**src/rtl/edm_cfg.svh**
```systemverilog
// Constants of the extended divide, multiply-accumulate and min/max unit
`ifndef EDM_CFG_SVH
`define EDM_CFG_SVH
`define EDM_OP_NONE     3'h0
`define EDM_OP_DIVS     3'h1
`define EDM_OP_DIVU     3'h2
`define EDM_OP_MACS     3'h3
`define EDM_OP_MAXD     3'h4
`define EDM_OP_MAXM     3'h5
`define EDM_OP_MIND     3'h6
`define EDM_OP_MINM     3'h7
`define EDM_DIV_STEPS   5'h10
`define EDM_FLAG_C      0
`define EDM_FLAG_V      1
`define EDM_FLAG_Z      2
`define EDM_FLAG_N      3
`define EDM_FLAGS_RST   4'h0
`define EDM_ADDR_STATUS 2'h0
`define EDM_ADDR_MASK   2'h1
`define EDM_ADDR_FLAGS  2'h2
`define EDM_EV_DIV0     0
`define EDM_EV_DIVOV    1
`define EDM_EV_MACOV    2
`define EDM_EV_CMPBR    3
`endif

```
**src/rtl/edm_pkg.sv**
```systemverilog
// Types of the extended divide, multiply-accumulate and min/max unit
package edm_pkg;
  typedef enum logic [2:0] {
    EDM_IDLE = 3'h0,
    EDM_DIV  = 3'h1,
    EDM_DONE = 3'h3
  } edm_state_type;

  typedef struct packed {
    edm_state_type state;
    logic [2:0]    op;
    logic [4:0]    cnt;
    logic [31:0]   rem;
    logic [15:0]   quo;
    logic [15:0]   dvs;
    logic          neg_q;
    logic          neg_r;
    logic [15:0]   d_out;
    logic [15:0]   y_out;
    logic [31:0]   mem_out;
    logic          wr_d;
    logic          wr_y;
    logic          wr_mem16;
    logic          wr_mem32;
    logic [3:0]    flags;
    logic          done;
    logic [3:0]    status;
    logic [3:0]    mask;
    logic [3:0]    rd_data;
    logic          irq;
    logic          busy;
  } edm_regs_type;
endpackage

```
**src/rtl/edm_unit.sv**
```systemverilog
// Extended divide, multiply-accumulate and min/max execution datapath
// Functional notes
// (RULE_01) Signed divide: Y:D over X, quotient to Y, remainder to D.
// (RULE_02) Zero divisor sets C, keeps D and Y; C clear otherwise.
// (RULE_03) Quotient outside signed 16 bits sets V; N, Z from quotient.
// (RULE_04) MAC: signed 16x16 product added to 32-bit memory accumulator.
// (RULE_05) Core fetches MAC operands via X, Y and extended address.
// (RULE_06) MAC V set on signed 32-bit overflow of the sum.
// (RULE_07) MAC C is the carry from bit 15 into bit 16.
// (RULE_08) MAC N from sum bit 31, Z when whole sum zero.
// (RULE_09) Max-to-accumulator leaves larger unsigned value in D.
// (RULE_10) Max-to-memory writes larger value back to memory.
// (RULE_11) Min-to-accumulator leaves smaller unsigned value in D.
// (RULE_12) Min-to-memory writes D to memory when borrow set.
// (RULE_13) Min/max flags come from D minus memory; result discarded.
// (RULE_14) Min/max V from sign bits of D, memory and result; N bit 15.
// (RULE_15) Min/max C is the borrow term on bit 15.
// (RULE_16) Core decodes indexed operand forms of min/max opcodes.
// (RULE_17) Core decodes MAC opcode and extended accumulator address.
// (RULE_18) Unsigned divide by zero sets C and keeps D and Y.
// (RULE_19) Signed quotient truncates to zero; remainder takes dividend sign.
`timescale 1ns/10ps
`include "edm_cfg.svh"
module edm_unit (
  input  wire logic        sys_clk_i,
  input  wire logic        reset_i,
  input  wire logic        start_i,
  input  wire logic [2:0]  op_i,
  input  wire logic [15:0] acc_d_i,
  input  wire logic [15:0] idx_x_i,
  input  wire logic [15:0] idx_y_i,
  input  wire logic [15:0] mem_a_i,
  input  wire logic [15:0] mem_b_i,
  input  wire logic [31:0] mem_acc_i,
  input  wire logic [1:0]  reg_addr_i,
  input  wire logic [3:0]  reg_wdata_i,
  input  wire logic        reg_wr_i,
  input  wire logic        reg_rd_i,
  output logic      [3:0]  reg_rdata_o,
  output logic             irq_o,
  output logic             busy_o,
  output logic             done_o,
  output logic      [15:0] acc_d_o,
  output logic      [15:0] idx_y_o,
  output logic      [31:0] mem_o,
  output logic             wr_d_o,
  output logic             wr_y_o,
  output logic             wr_mem16_o,
  output logic             wr_mem32_o,
  output logic      [3:0]  flags_o
);
  // Register map: 0 status (write one clears), 1 mask, 2 last flags
  localparam logic [1:0] ADDR_STATUS = `EDM_ADDR_STATUS;
  localparam logic [1:0] ADDR_MASK   = `EDM_ADDR_MASK;
  localparam logic [1:0] ADDR_FLAGS  = `EDM_ADDR_FLAGS;

  edm_pkg::edm_regs_type r_reg;
  edm_pkg::edm_regs_type r_next;

  function automatic logic [15:0] neg16(input logic [15:0] v, input logic n);
    neg16 = n ? 16'(~v + 16'h0001) : v;
  endfunction

  logic [31:0] dividend;
  logic [31:0] prod;
  logic [31:0] sum;
  logic [15:0] diff;
  logic        borrow;
  logic [32:0] trial;
  logic [3:0]  ev;
  logic [15:0] qs;
  logic [15:0] rs;
  logic        qov;

  always_comb begin
    dividend = {idx_y_i, acc_d_i};
    prod   = 32'($signed(mem_a_i) * $signed(mem_b_i)); // RULE_04 RULE_05
    sum    = 32'(prod + mem_acc_i);                    // RULE_04 RULE_17
    diff   = 16'(acc_d_i - mem_b_i);                   // RULE_13 RULE_16
    borrow = (~acc_d_i[15] & mem_b_i[15]) | (mem_b_i[15] & diff[15])
           | (diff[15] & ~acc_d_i[15]);                 // RULE_15
    trial  = {r_reg.rem[31:0], 1'b0} - {1'b0, r_reg.dvs, 16'h0000};
    qs     = neg16(r_reg.quo, r_reg.neg_q);             // RULE_19
    rs     = neg16(r_reg.rem[31:16], r_reg.neg_r);      // RULE_19
    // Unsigned magnitude checked before sign fold; -32768 is legal
    if (r_reg.op == `EDM_OP_DIVS)
      qov = r_reg.neg_q ? (r_reg.quo > 16'h8000) : r_reg.quo[15]; // RULE_03
    else
      qov = 1'b0;
  end

  always_comb begin
    r_next = r_reg;
    ev = 4'h0;
    r_next.done = 1'b0;
    r_next.wr_d = 1'b0;
    r_next.wr_y = 1'b0;
    r_next.wr_mem16 = 1'b0;
    r_next.wr_mem32 = 1'b0;
    r_next.rd_data = 4'h0;
    case (r_reg.state)
      edm_pkg::EDM_IDLE: begin
        if (start_i) begin
          r_next.op = op_i;
          case (op_i)
            `EDM_OP_DIVS, `EDM_OP_DIVU: begin
              if (idx_x_i == 16'h0000) begin
                // D and Y untouched on divide by zero
                r_next.flags = 4'h0;
                r_next.flags[`EDM_FLAG_C] = 1'b1;   // RULE_02 RULE_18
                ev[`EDM_EV_DIV0] = 1'b1;
                r_next.done = 1'b1;
              end else begin
                r_next.neg_q = (op_i == `EDM_OP_DIVS) &
                               (idx_y_i[15] ^ idx_x_i[15]);
                r_next.neg_r = (op_i == `EDM_OP_DIVS) & idx_y_i[15];
                r_next.dvs = neg16(idx_x_i,
                  (op_i == `EDM_OP_DIVS) & idx_x_i[15]);     // RULE_01
                // Magnitude only; signs folded back in at the end
                r_next.rem = ((op_i == `EDM_OP_DIVS) & idx_y_i[15]) ?
                  32'(~dividend + 32'h1) : dividend;
                r_next.quo = 16'h0000;
                r_next.cnt = `EDM_DIV_STEPS;
                r_next.state = edm_pkg::EDM_DIV;
              end
            end
            `EDM_OP_MACS: begin
              r_next.mem_out = sum;                     // RULE_04
              r_next.wr_mem32 = 1'b1;
              r_next.flags[`EDM_FLAG_N] = sum[31];      // RULE_08
              r_next.flags[`EDM_FLAG_Z] = (sum == 32'h0); // RULE_08
              r_next.flags[`EDM_FLAG_V] =
                (prod[31] == mem_acc_i[31]) & (sum[31] != prod[31]); // RULE_06
              r_next.flags[`EDM_FLAG_C] = (mem_acc_i[15] & prod[15])
                | (prod[15] & ~sum[15]) | (~sum[15] & mem_acc_i[15]); // RULE_07
              ev[`EDM_EV_MACOV] = r_next.flags[`EDM_FLAG_V];
              r_next.done = 1'b1;
            end
            `EDM_OP_MAXD, `EDM_OP_MAXM, `EDM_OP_MIND, `EDM_OP_MINM: begin
              r_next.flags[`EDM_FLAG_N] = diff[15];     // RULE_14
              r_next.flags[`EDM_FLAG_Z] = (diff == 16'h0); // RULE_13
              r_next.flags[`EDM_FLAG_V] = (acc_d_i[15] ^ mem_b_i[15])
                & (diff[15] ^ acc_d_i[15]);             // RULE_14
              r_next.flags[`EDM_FLAG_C] = borrow;       // RULE_15
              ev[`EDM_EV_CMPBR] = borrow;
              case (op_i)
                `EDM_OP_MAXD: begin
                  r_next.d_out = borrow ? mem_b_i : acc_d_i; // RULE_09
                  r_next.wr_d = 1'b1;
                end
                `EDM_OP_MAXM: begin
                  r_next.mem_out = {16'h0000,
                    borrow ? mem_b_i : acc_d_i};        // RULE_10
                  r_next.wr_mem16 = 1'b1;
                end
                `EDM_OP_MIND: begin
                  r_next.d_out = borrow ? acc_d_i : mem_b_i; // RULE_11
                  r_next.wr_d = 1'b1;
                end
                default: begin
                  r_next.mem_out = {16'h0000,
                    borrow ? acc_d_i : mem_b_i};        // RULE_12
                  r_next.wr_mem16 = 1'b1;
                end
              endcase
              r_next.done = 1'b1;
            end
            default: r_next.done = 1'b1;
          endcase
        end
      end
      edm_pkg::EDM_DIV: begin
        // Restoring divide, one quotient bit a cycle, keeps area small
        if (!trial[32]) begin
          r_next.rem = trial[31:0];
          r_next.quo = {r_reg.quo[14:0], 1'b1};
        end else begin
          r_next.rem = {r_reg.rem[30:0], 1'b0};
          r_next.quo = {r_reg.quo[14:0], 1'b0};
        end
        r_next.cnt = 5'(r_reg.cnt - 5'h01);
        if (r_reg.cnt == 5'h01)
          r_next.state = edm_pkg::EDM_DONE;
      end
      edm_pkg::EDM_DONE: begin
        r_next.flags = 4'h0;
        if (r_reg.op == `EDM_OP_DIVS) begin
          r_next.flags[`EDM_FLAG_V] = qov;             // RULE_03
          r_next.y_out = qs;                            // RULE_01
          r_next.d_out = rs;                            // RULE_01
          r_next.flags[`EDM_FLAG_N] = qs[15];           // RULE_03
          r_next.flags[`EDM_FLAG_Z] = (qs == 16'h0);    // RULE_03
        end else begin
          r_next.y_out = r_reg.quo;
          r_next.d_out = r_reg.rem[31:16];
          r_next.flags[`EDM_FLAG_N] = r_reg.quo[15];
          r_next.flags[`EDM_FLAG_Z] = (r_reg.quo == 16'h0);
        end
        r_next.wr_d = 1'b1;
        r_next.wr_y = 1'b1;
        ev[`EDM_EV_DIVOV] = qov;
        r_next.done = 1'b1;
        r_next.state = edm_pkg::EDM_IDLE;
      end
      default: r_next.state = edm_pkg::EDM_IDLE;
    endcase
    // Set wins over a write-one clear in the same cycle
    if (reg_wr_i && reg_addr_i == ADDR_STATUS)
      r_next.status = r_reg.status & ~reg_wdata_i;
    if (reg_wr_i && reg_addr_i == ADDR_MASK)
      r_next.mask = reg_wdata_i;
    r_next.status = r_next.status | ev;
    if (reg_rd_i) begin
      case (reg_addr_i)
        ADDR_STATUS: r_next.rd_data = r_reg.status;
        ADDR_MASK:   r_next.rd_data = r_reg.mask;
        ADDR_FLAGS:  r_next.rd_data = r_reg.flags;
        default:     r_next.rd_data = 4'h0;
      endcase
    end
    r_next.irq = |(r_next.status & r_next.mask);
    r_next.busy = (r_next.state != edm_pkg::EDM_IDLE);
  end

  always_ff @(posedge sys_clk_i) begin
    if (reset_i) begin
      r_reg <= '0;
      r_reg.flags <= `EDM_FLAGS_RST;
    end else begin
      r_reg <= r_next;
    end
  end

  assign reg_rdata_o = r_reg.rd_data;
  assign irq_o       = r_reg.irq;
  assign busy_o      = r_reg.busy;
  assign done_o      = r_reg.done;
  assign acc_d_o     = r_reg.d_out;
  assign idx_y_o     = r_reg.y_out;
  assign mem_o       = r_reg.mem_out;
  assign wr_d_o      = r_reg.wr_d;
  assign wr_y_o      = r_reg.wr_y;
  assign wr_mem16_o  = r_reg.wr_mem16;
  assign wr_mem32_o  = r_reg.wr_mem32;
  assign flags_o     = r_reg.flags;

  property p_div_zero;
    @(posedge sys_clk_i) disable iff (reset_i)
    (start_i && !busy_o && (op_i == `EDM_OP_DIVS || op_i == `EDM_OP_DIVU)
     && idx_x_i == 16'h0) |=> (flags_o[0] && done_o && !wr_d_o && !wr_y_o);
  endproperty
  a_div_zero: assert property (p_div_zero) // RULE_02
    else $error("divide by zero must set carry and keep registers");

  property p_div_len;
    @(posedge sys_clk_i) disable iff (reset_i)
    (start_i && !busy_o && op_i == `EDM_OP_DIVS && idx_x_i != 16'h0)
    |=> busy_o [*8] ##10 (done_o && wr_y_o && wr_d_o && !flags_o[0]);
  endproperty
  a_div_len: assert property (p_div_len) // RULE_01
    else $error("signed divide must finish after 18 cycles");

  property p_div_math;
    @(posedge sys_clk_i) disable iff (reset_i)
    (r_reg.state == edm_pkg::EDM_DONE && r_reg.op == `EDM_OP_DIVS && !qov)
    |=> (flags_o[3] == idx_y_o[15] && flags_o[2] == (idx_y_o == 16'h0));
  endproperty
  a_div_math: assert property (p_div_math) // RULE_03
    else $error("divide flags disagree with quotient");

  property p_mac;
    @(posedge sys_clk_i) disable iff (reset_i)
    (start_i && !busy_o && op_i == `EDM_OP_MACS) |=>
    (wr_mem32_o && mem_o == 32'($past(prod) + $past(mem_acc_i))
     && flags_o[3] == mem_o[31] && flags_o[2] == (mem_o == 32'h0));
  endproperty
  a_mac: assert property (p_mac) // RULE_08
    else $error("accumulate result or flags wrong");

  property p_mac_ov;
    @(posedge sys_clk_i) disable iff (reset_i)
    (start_i && !busy_o && op_i == `EDM_OP_MACS) |=>
    flags_o[1] == ($past(prod[31]) == $past(mem_acc_i[31])
                   && mem_o[31] != $past(prod[31]));
  endproperty
  a_mac_ov: assert property (p_mac_ov) // RULE_06
    else $error("accumulate overflow flag wrong");

  property p_max_d;
    @(posedge sys_clk_i) disable iff (reset_i)
    (start_i && !busy_o && op_i == `EDM_OP_MAXD) |=>
    (wr_d_o && acc_d_o >= $past(acc_d_i) && acc_d_o >= $past(mem_b_i));
  endproperty
  a_max_d: assert property (p_max_d) // RULE_09
    else $error("maximum to accumulator not the larger value");

  property p_min_m;
    @(posedge sys_clk_i) disable iff (reset_i)
    (start_i && !busy_o && op_i == `EDM_OP_MINM) |=>
    (wr_mem16_o && mem_o[15:0] <= $past(acc_d_i)
     && mem_o[15:0] <= $past(mem_b_i));
  endproperty
  a_min_m: assert property (p_min_m) // RULE_12
    else $error("minimum to memory not the smaller value");

  property p_cmp_c;
    @(posedge sys_clk_i) disable iff (reset_i)
    (start_i && !busy_o && op_i >= `EDM_OP_MAXD) |=>
    (flags_o[0] == ($past(mem_b_i) > $past(acc_d_i))
     && flags_o[2] == ($past(mem_b_i) == $past(acc_d_i)));
  endproperty
  a_cmp_c: assert property (p_cmp_c) // RULE_13
    else $error("compare borrow or equal flag wrong");

  c_div: cover property (@(posedge sys_clk_i) disable iff (reset_i)
    r_reg.state == edm_pkg::EDM_DONE && qov);
  c_mac: cover property (@(posedge sys_clk_i) disable iff (reset_i)
    wr_mem32_o && flags_o[1]);
  c_irq: cover property (@(posedge sys_clk_i) disable iff (reset_i)
    irq_o);
endmodule // edm_unit

```
**config.mk**
```make
export PLATFORM = sky130hd
export DESIGN_NAME = edm_unit
export DESIGN_NICKNAME = d
export VERILOG_FILES = /design/src/rtl/edm_pkg.sv /design/src/rtl/edm_unit.sv
export VERILOG_INCLUDE_DIRS = /design/src /design/src/rtl
export SDC_FILE = /design/constraint.sdc
export NUM_CORES = 1
export LEC_CHECK = 0
export BUFFER_PORTS_ARGS = -buffer_cell sky130_fd_sc_hd__buf_2
export CAP_MARGIN = 20
export CORE_UTILIZATION = 60
export CTS_CLUSTER_DIAMETER = 60
export CTS_CLUSTER_SIZE = 8
export DETAILED_ROUTE_END_ITERATION = 10
export PLACE_DENSITY_LB_ADDON = 0.15
export SLEW_MARGIN = 0
export SYNTH_ARGS = -nofsm -noshare
export SYNTH_HDL_FRONTEND = slang
export SYNTH_SLANG_ARGS = --single-unit
```
**constraint.sdc**
```tcl
create_clock -name sys_clk_i -period 10 [get_ports sys_clk_i]
set_clock_uncertainty 0.2 [all_clocks]
set_input_delay 1.5 -clock sys_clk_i [delete_from_list [all_inputs] [get_ports sys_clk_i]]
set_output_delay 1.5 -clock sys_clk_i [all_outputs]
set_load 0.01 [all_outputs]
```
==> flow_metrics.py <==
metrics = {
    "synthesis": {
        "synthesis.nets": 3224,
        "synth.avg_cell_area_um2": 8.22,
        "async_flop_share": 0,
        "ys_seq_area_frac": 0.149,
        "synth_ff_type": "dfxtp_1",
        "synth_edf_count": 0,
        "syn-cell-area_um2": 22000,
        "synth.top_cell.area_share": 0.242,
        "yosys-top-cells-count": "inv_1, nand2_1, fa_1, nor2_1, a21oi_1",
        "synth-seq-cells": 164,
        "synth_largest_area_cell": "fa_1",
        "synth_cells": 2679,
        "yosys_warnings": 0,
        "synth.most_common_cell": "inv_1",
        "yosys-top-cells-area": "fa_1, dfxtp_1, ha_1, inv_1, nand2_1",
        "synth_cell_types": 83,
    },
    "clocking": {
        "clk_pin_slew_ps": 70,
        "cts_tree": "done",
        "cts_made_buffers": 17,
        "cts_hold_buf": 0,
        "cts_resized": 0,
        "cts.sink_count": 164,
        "postCtsSetupRepairBufs": 0,
        "h-tree-depth": 4,
        "clockRootBuffer": "clkbuf_16",
        "insertion_delay_ps": 450,
        "cts_buffer_depth": 2,
    },
    "drt": {
        "first_pass_iters": 6,
        "wire_per_inst_um": 19.6,
        "remaining_drc_errors": 0,
        "drtAntennaViolNets": 0,
        "drtIter0Drc": 1324,
        "avgViaCountPerCell": 5.99,
        "wl_um": 63100,
        "routed-via-count": 19200,
    },
    "layout": {
        "final.fill_count": 3082,
        "area_delta_synth_final_pct": 6.49,
        "drive_gt1_frac": 0.110,
        "largest_reg_flops": 85,
        "nets": 3277,
    },
    "place": {
        "dp_hpwl_um": 51300,
        "port_buffers": 204,
        "gp_congestion": 0.977,
    },
    "flow_run": {
        "drv_cap": 0,
    },
    "global_route": {
        "grt_pass1_vias": 19200,
        "antenna_found_initial": 2,
        "overflow": 0,
        "grt_max_degree": 73,
        "grt.total_usage": 0.338,
        "grt_pass1_wl_um": 100000,
    },
    "critical_path": {
        "critPathKind": "in -> reg",
        "r2r_end": "r_reg[146]",
        "r2r_start": "r_reg[137]",
        "reg2reg_slack_ps": 5990,
        "cp.required_ps": 10180,
        "cp_max_fo": 18,
        "crit_path_start_kind": "primary input",
        "crit_top_cell": "fa_1",
        "cp.arrival_ps": 9770,
        "critPathSlowestCell": "fa_1",
        "worstSetupEndpointType": "register",
        "worstRegToRegCells": 12,
        "crit_path_max_incr_delay_ps": 560,
    },
    "timing": {
        "hold_violations": 0,
        "min_period_ps": 9600,
        "setup_viol": 0,
        "final.setup.tns_ps": 0,
        "max_slew_margin": 0.313,
        "worst_slew_pin_slew_ps": 1030,
        "fmax_mhz": 104,
        "period_share": 0.960,
        "grt_setup_unrepaired": "no",
        "maxSlewViolCount": 0,
    },
    "die": {
        "initial_core_util": 0.615,
        "chipHeight_um": 194,
        "die_w_um": 194,
        "core_area_um2": 35800,
        "row_count": 69,
        "die_area_um2": 37500,
        "top_level_ports": 205,
    },
    "min_path": {
        "min_path_type": "reg -> reg",
        "worstHoldStart": "mem_o[29]",
        "whs_path_depth": 2,
        "min_to": "mem_o[29]",
    },
    "run_status": {
        "status": "finished clean",
    },
}
[layer usage]
| layer | GRT usage | wire length, um | vias to the layer above |
|---|---|---|---|
| met3 | 0.0302 | 3550 | 176 |
| met4 | 0.199 | 3670 | 0 |
| met2 | 0.597 | 31800 | 746 |
| met1 | 0.403 | 24000 | 9335 |
| met5 | 0 | 0 | - |
| li1 | - | - | 8976 |
[worst max-delay path by stage]
| stage | from | to | slack (ps) | cells after the start |
|---|---|---|---|---|
| global placement | mem_b_i[4] | flags_o[2] | 230 | 29 |
| finish | mem_b_i[5] | flags_o[2] | 400 | 30 |
| detailed placement | mem_b_i[4] | flags_o[2] | 40 | 30 |
| floorplan | mem_b_i[1] | mem_o[30] | 650 | 30 |
| CTS | mem_b_i[4] | flags_o[2] | 500 | 30 |
| global route | mem_b_i[5] | flags_o[2] | 20 | 30 |
[per-stage QoR]
step | cells | setup WS [ps] | util | hold slack (ps) | cell area (um2)
after floorplan | 2679 | 651 | - | 222 | 22000
after global placement | 3171 | 231 | 0.637 | 232 | 22800
after detailed placement | 3171 | 38.0 | 0.637 | 239 | 22800
after CTS | 3203 | 499 | 0.653 | 258 | 23400
after global routing | 3208 | 23.1 | 0.655 | 274 | 23500
final | 3210 | 404 | 0.655 | 257 | 23500
[cells in the final DEF (no fill, tap or decap), drive strengths merged, types with 19 or more instances in the layout]
master,netlist,layout
a211oi,49,49
a21o,19,19
a21oi,188,188
and2,105,105
and3,25,25
buf,86,229
dfxtp,164,164
fa,266,266
ha,153,153
inv,320,326
mux2i,30,30
nand2,268,268
nand2b,26,26
nand3,51,51
nor2,192,192
nor2b,26,26
nor3,56,56
o21ai,116,116
xnor2,95,95
xor2,62,62
[kinds of logic after synthesis]
family / count (synthesis) / synth area share
AO/OA/AOI/OAI: 549 / 0.158
XOR/XNOR: 157 / 0.0628
adder cells (fa/ha/maj): 419 / 0.329
buffers and inverters: 516 / 0.101
flip-flops: 164 / 0.149
multiplexers: 33 / 0.0152
other: 1 / 0.000170
AND/OR/NAND/NOR: 840 / 0.185
[area by class of cell]
| class | count | area [um2] | area share |
|---|---|---|---|
| clock inverters | 15 | 143 | 0.00608 |
| well taps | 461 | 577 | 0.0246 |
| flip-flops and latches | 164 | 3280 | 0.140 |
| inverters | 320 | 1200 | 0.0512 |
| repair buffers | 230 | 1260 | 0.0536 |
| diodes | 4 | 10.0 | 0.000427 |
| clock buffers | 17 | 425 | 0.0181 |
| multi-input cells | 1999 | 16600 | 0.706 |
[critical path: cells and delay by family]
family / cells / cell delay, ps
fa+ha+maj: 8 / 3630
simple gates: 8 / 2110
xor+xnor: 2 / 310
compound gates: 10 / 1800
buf+inv: 2 / 410
Power is left out: the tool's default activity adds up to more than one toggle a clock period on the data nets, which glitch-free logic cannot reach.
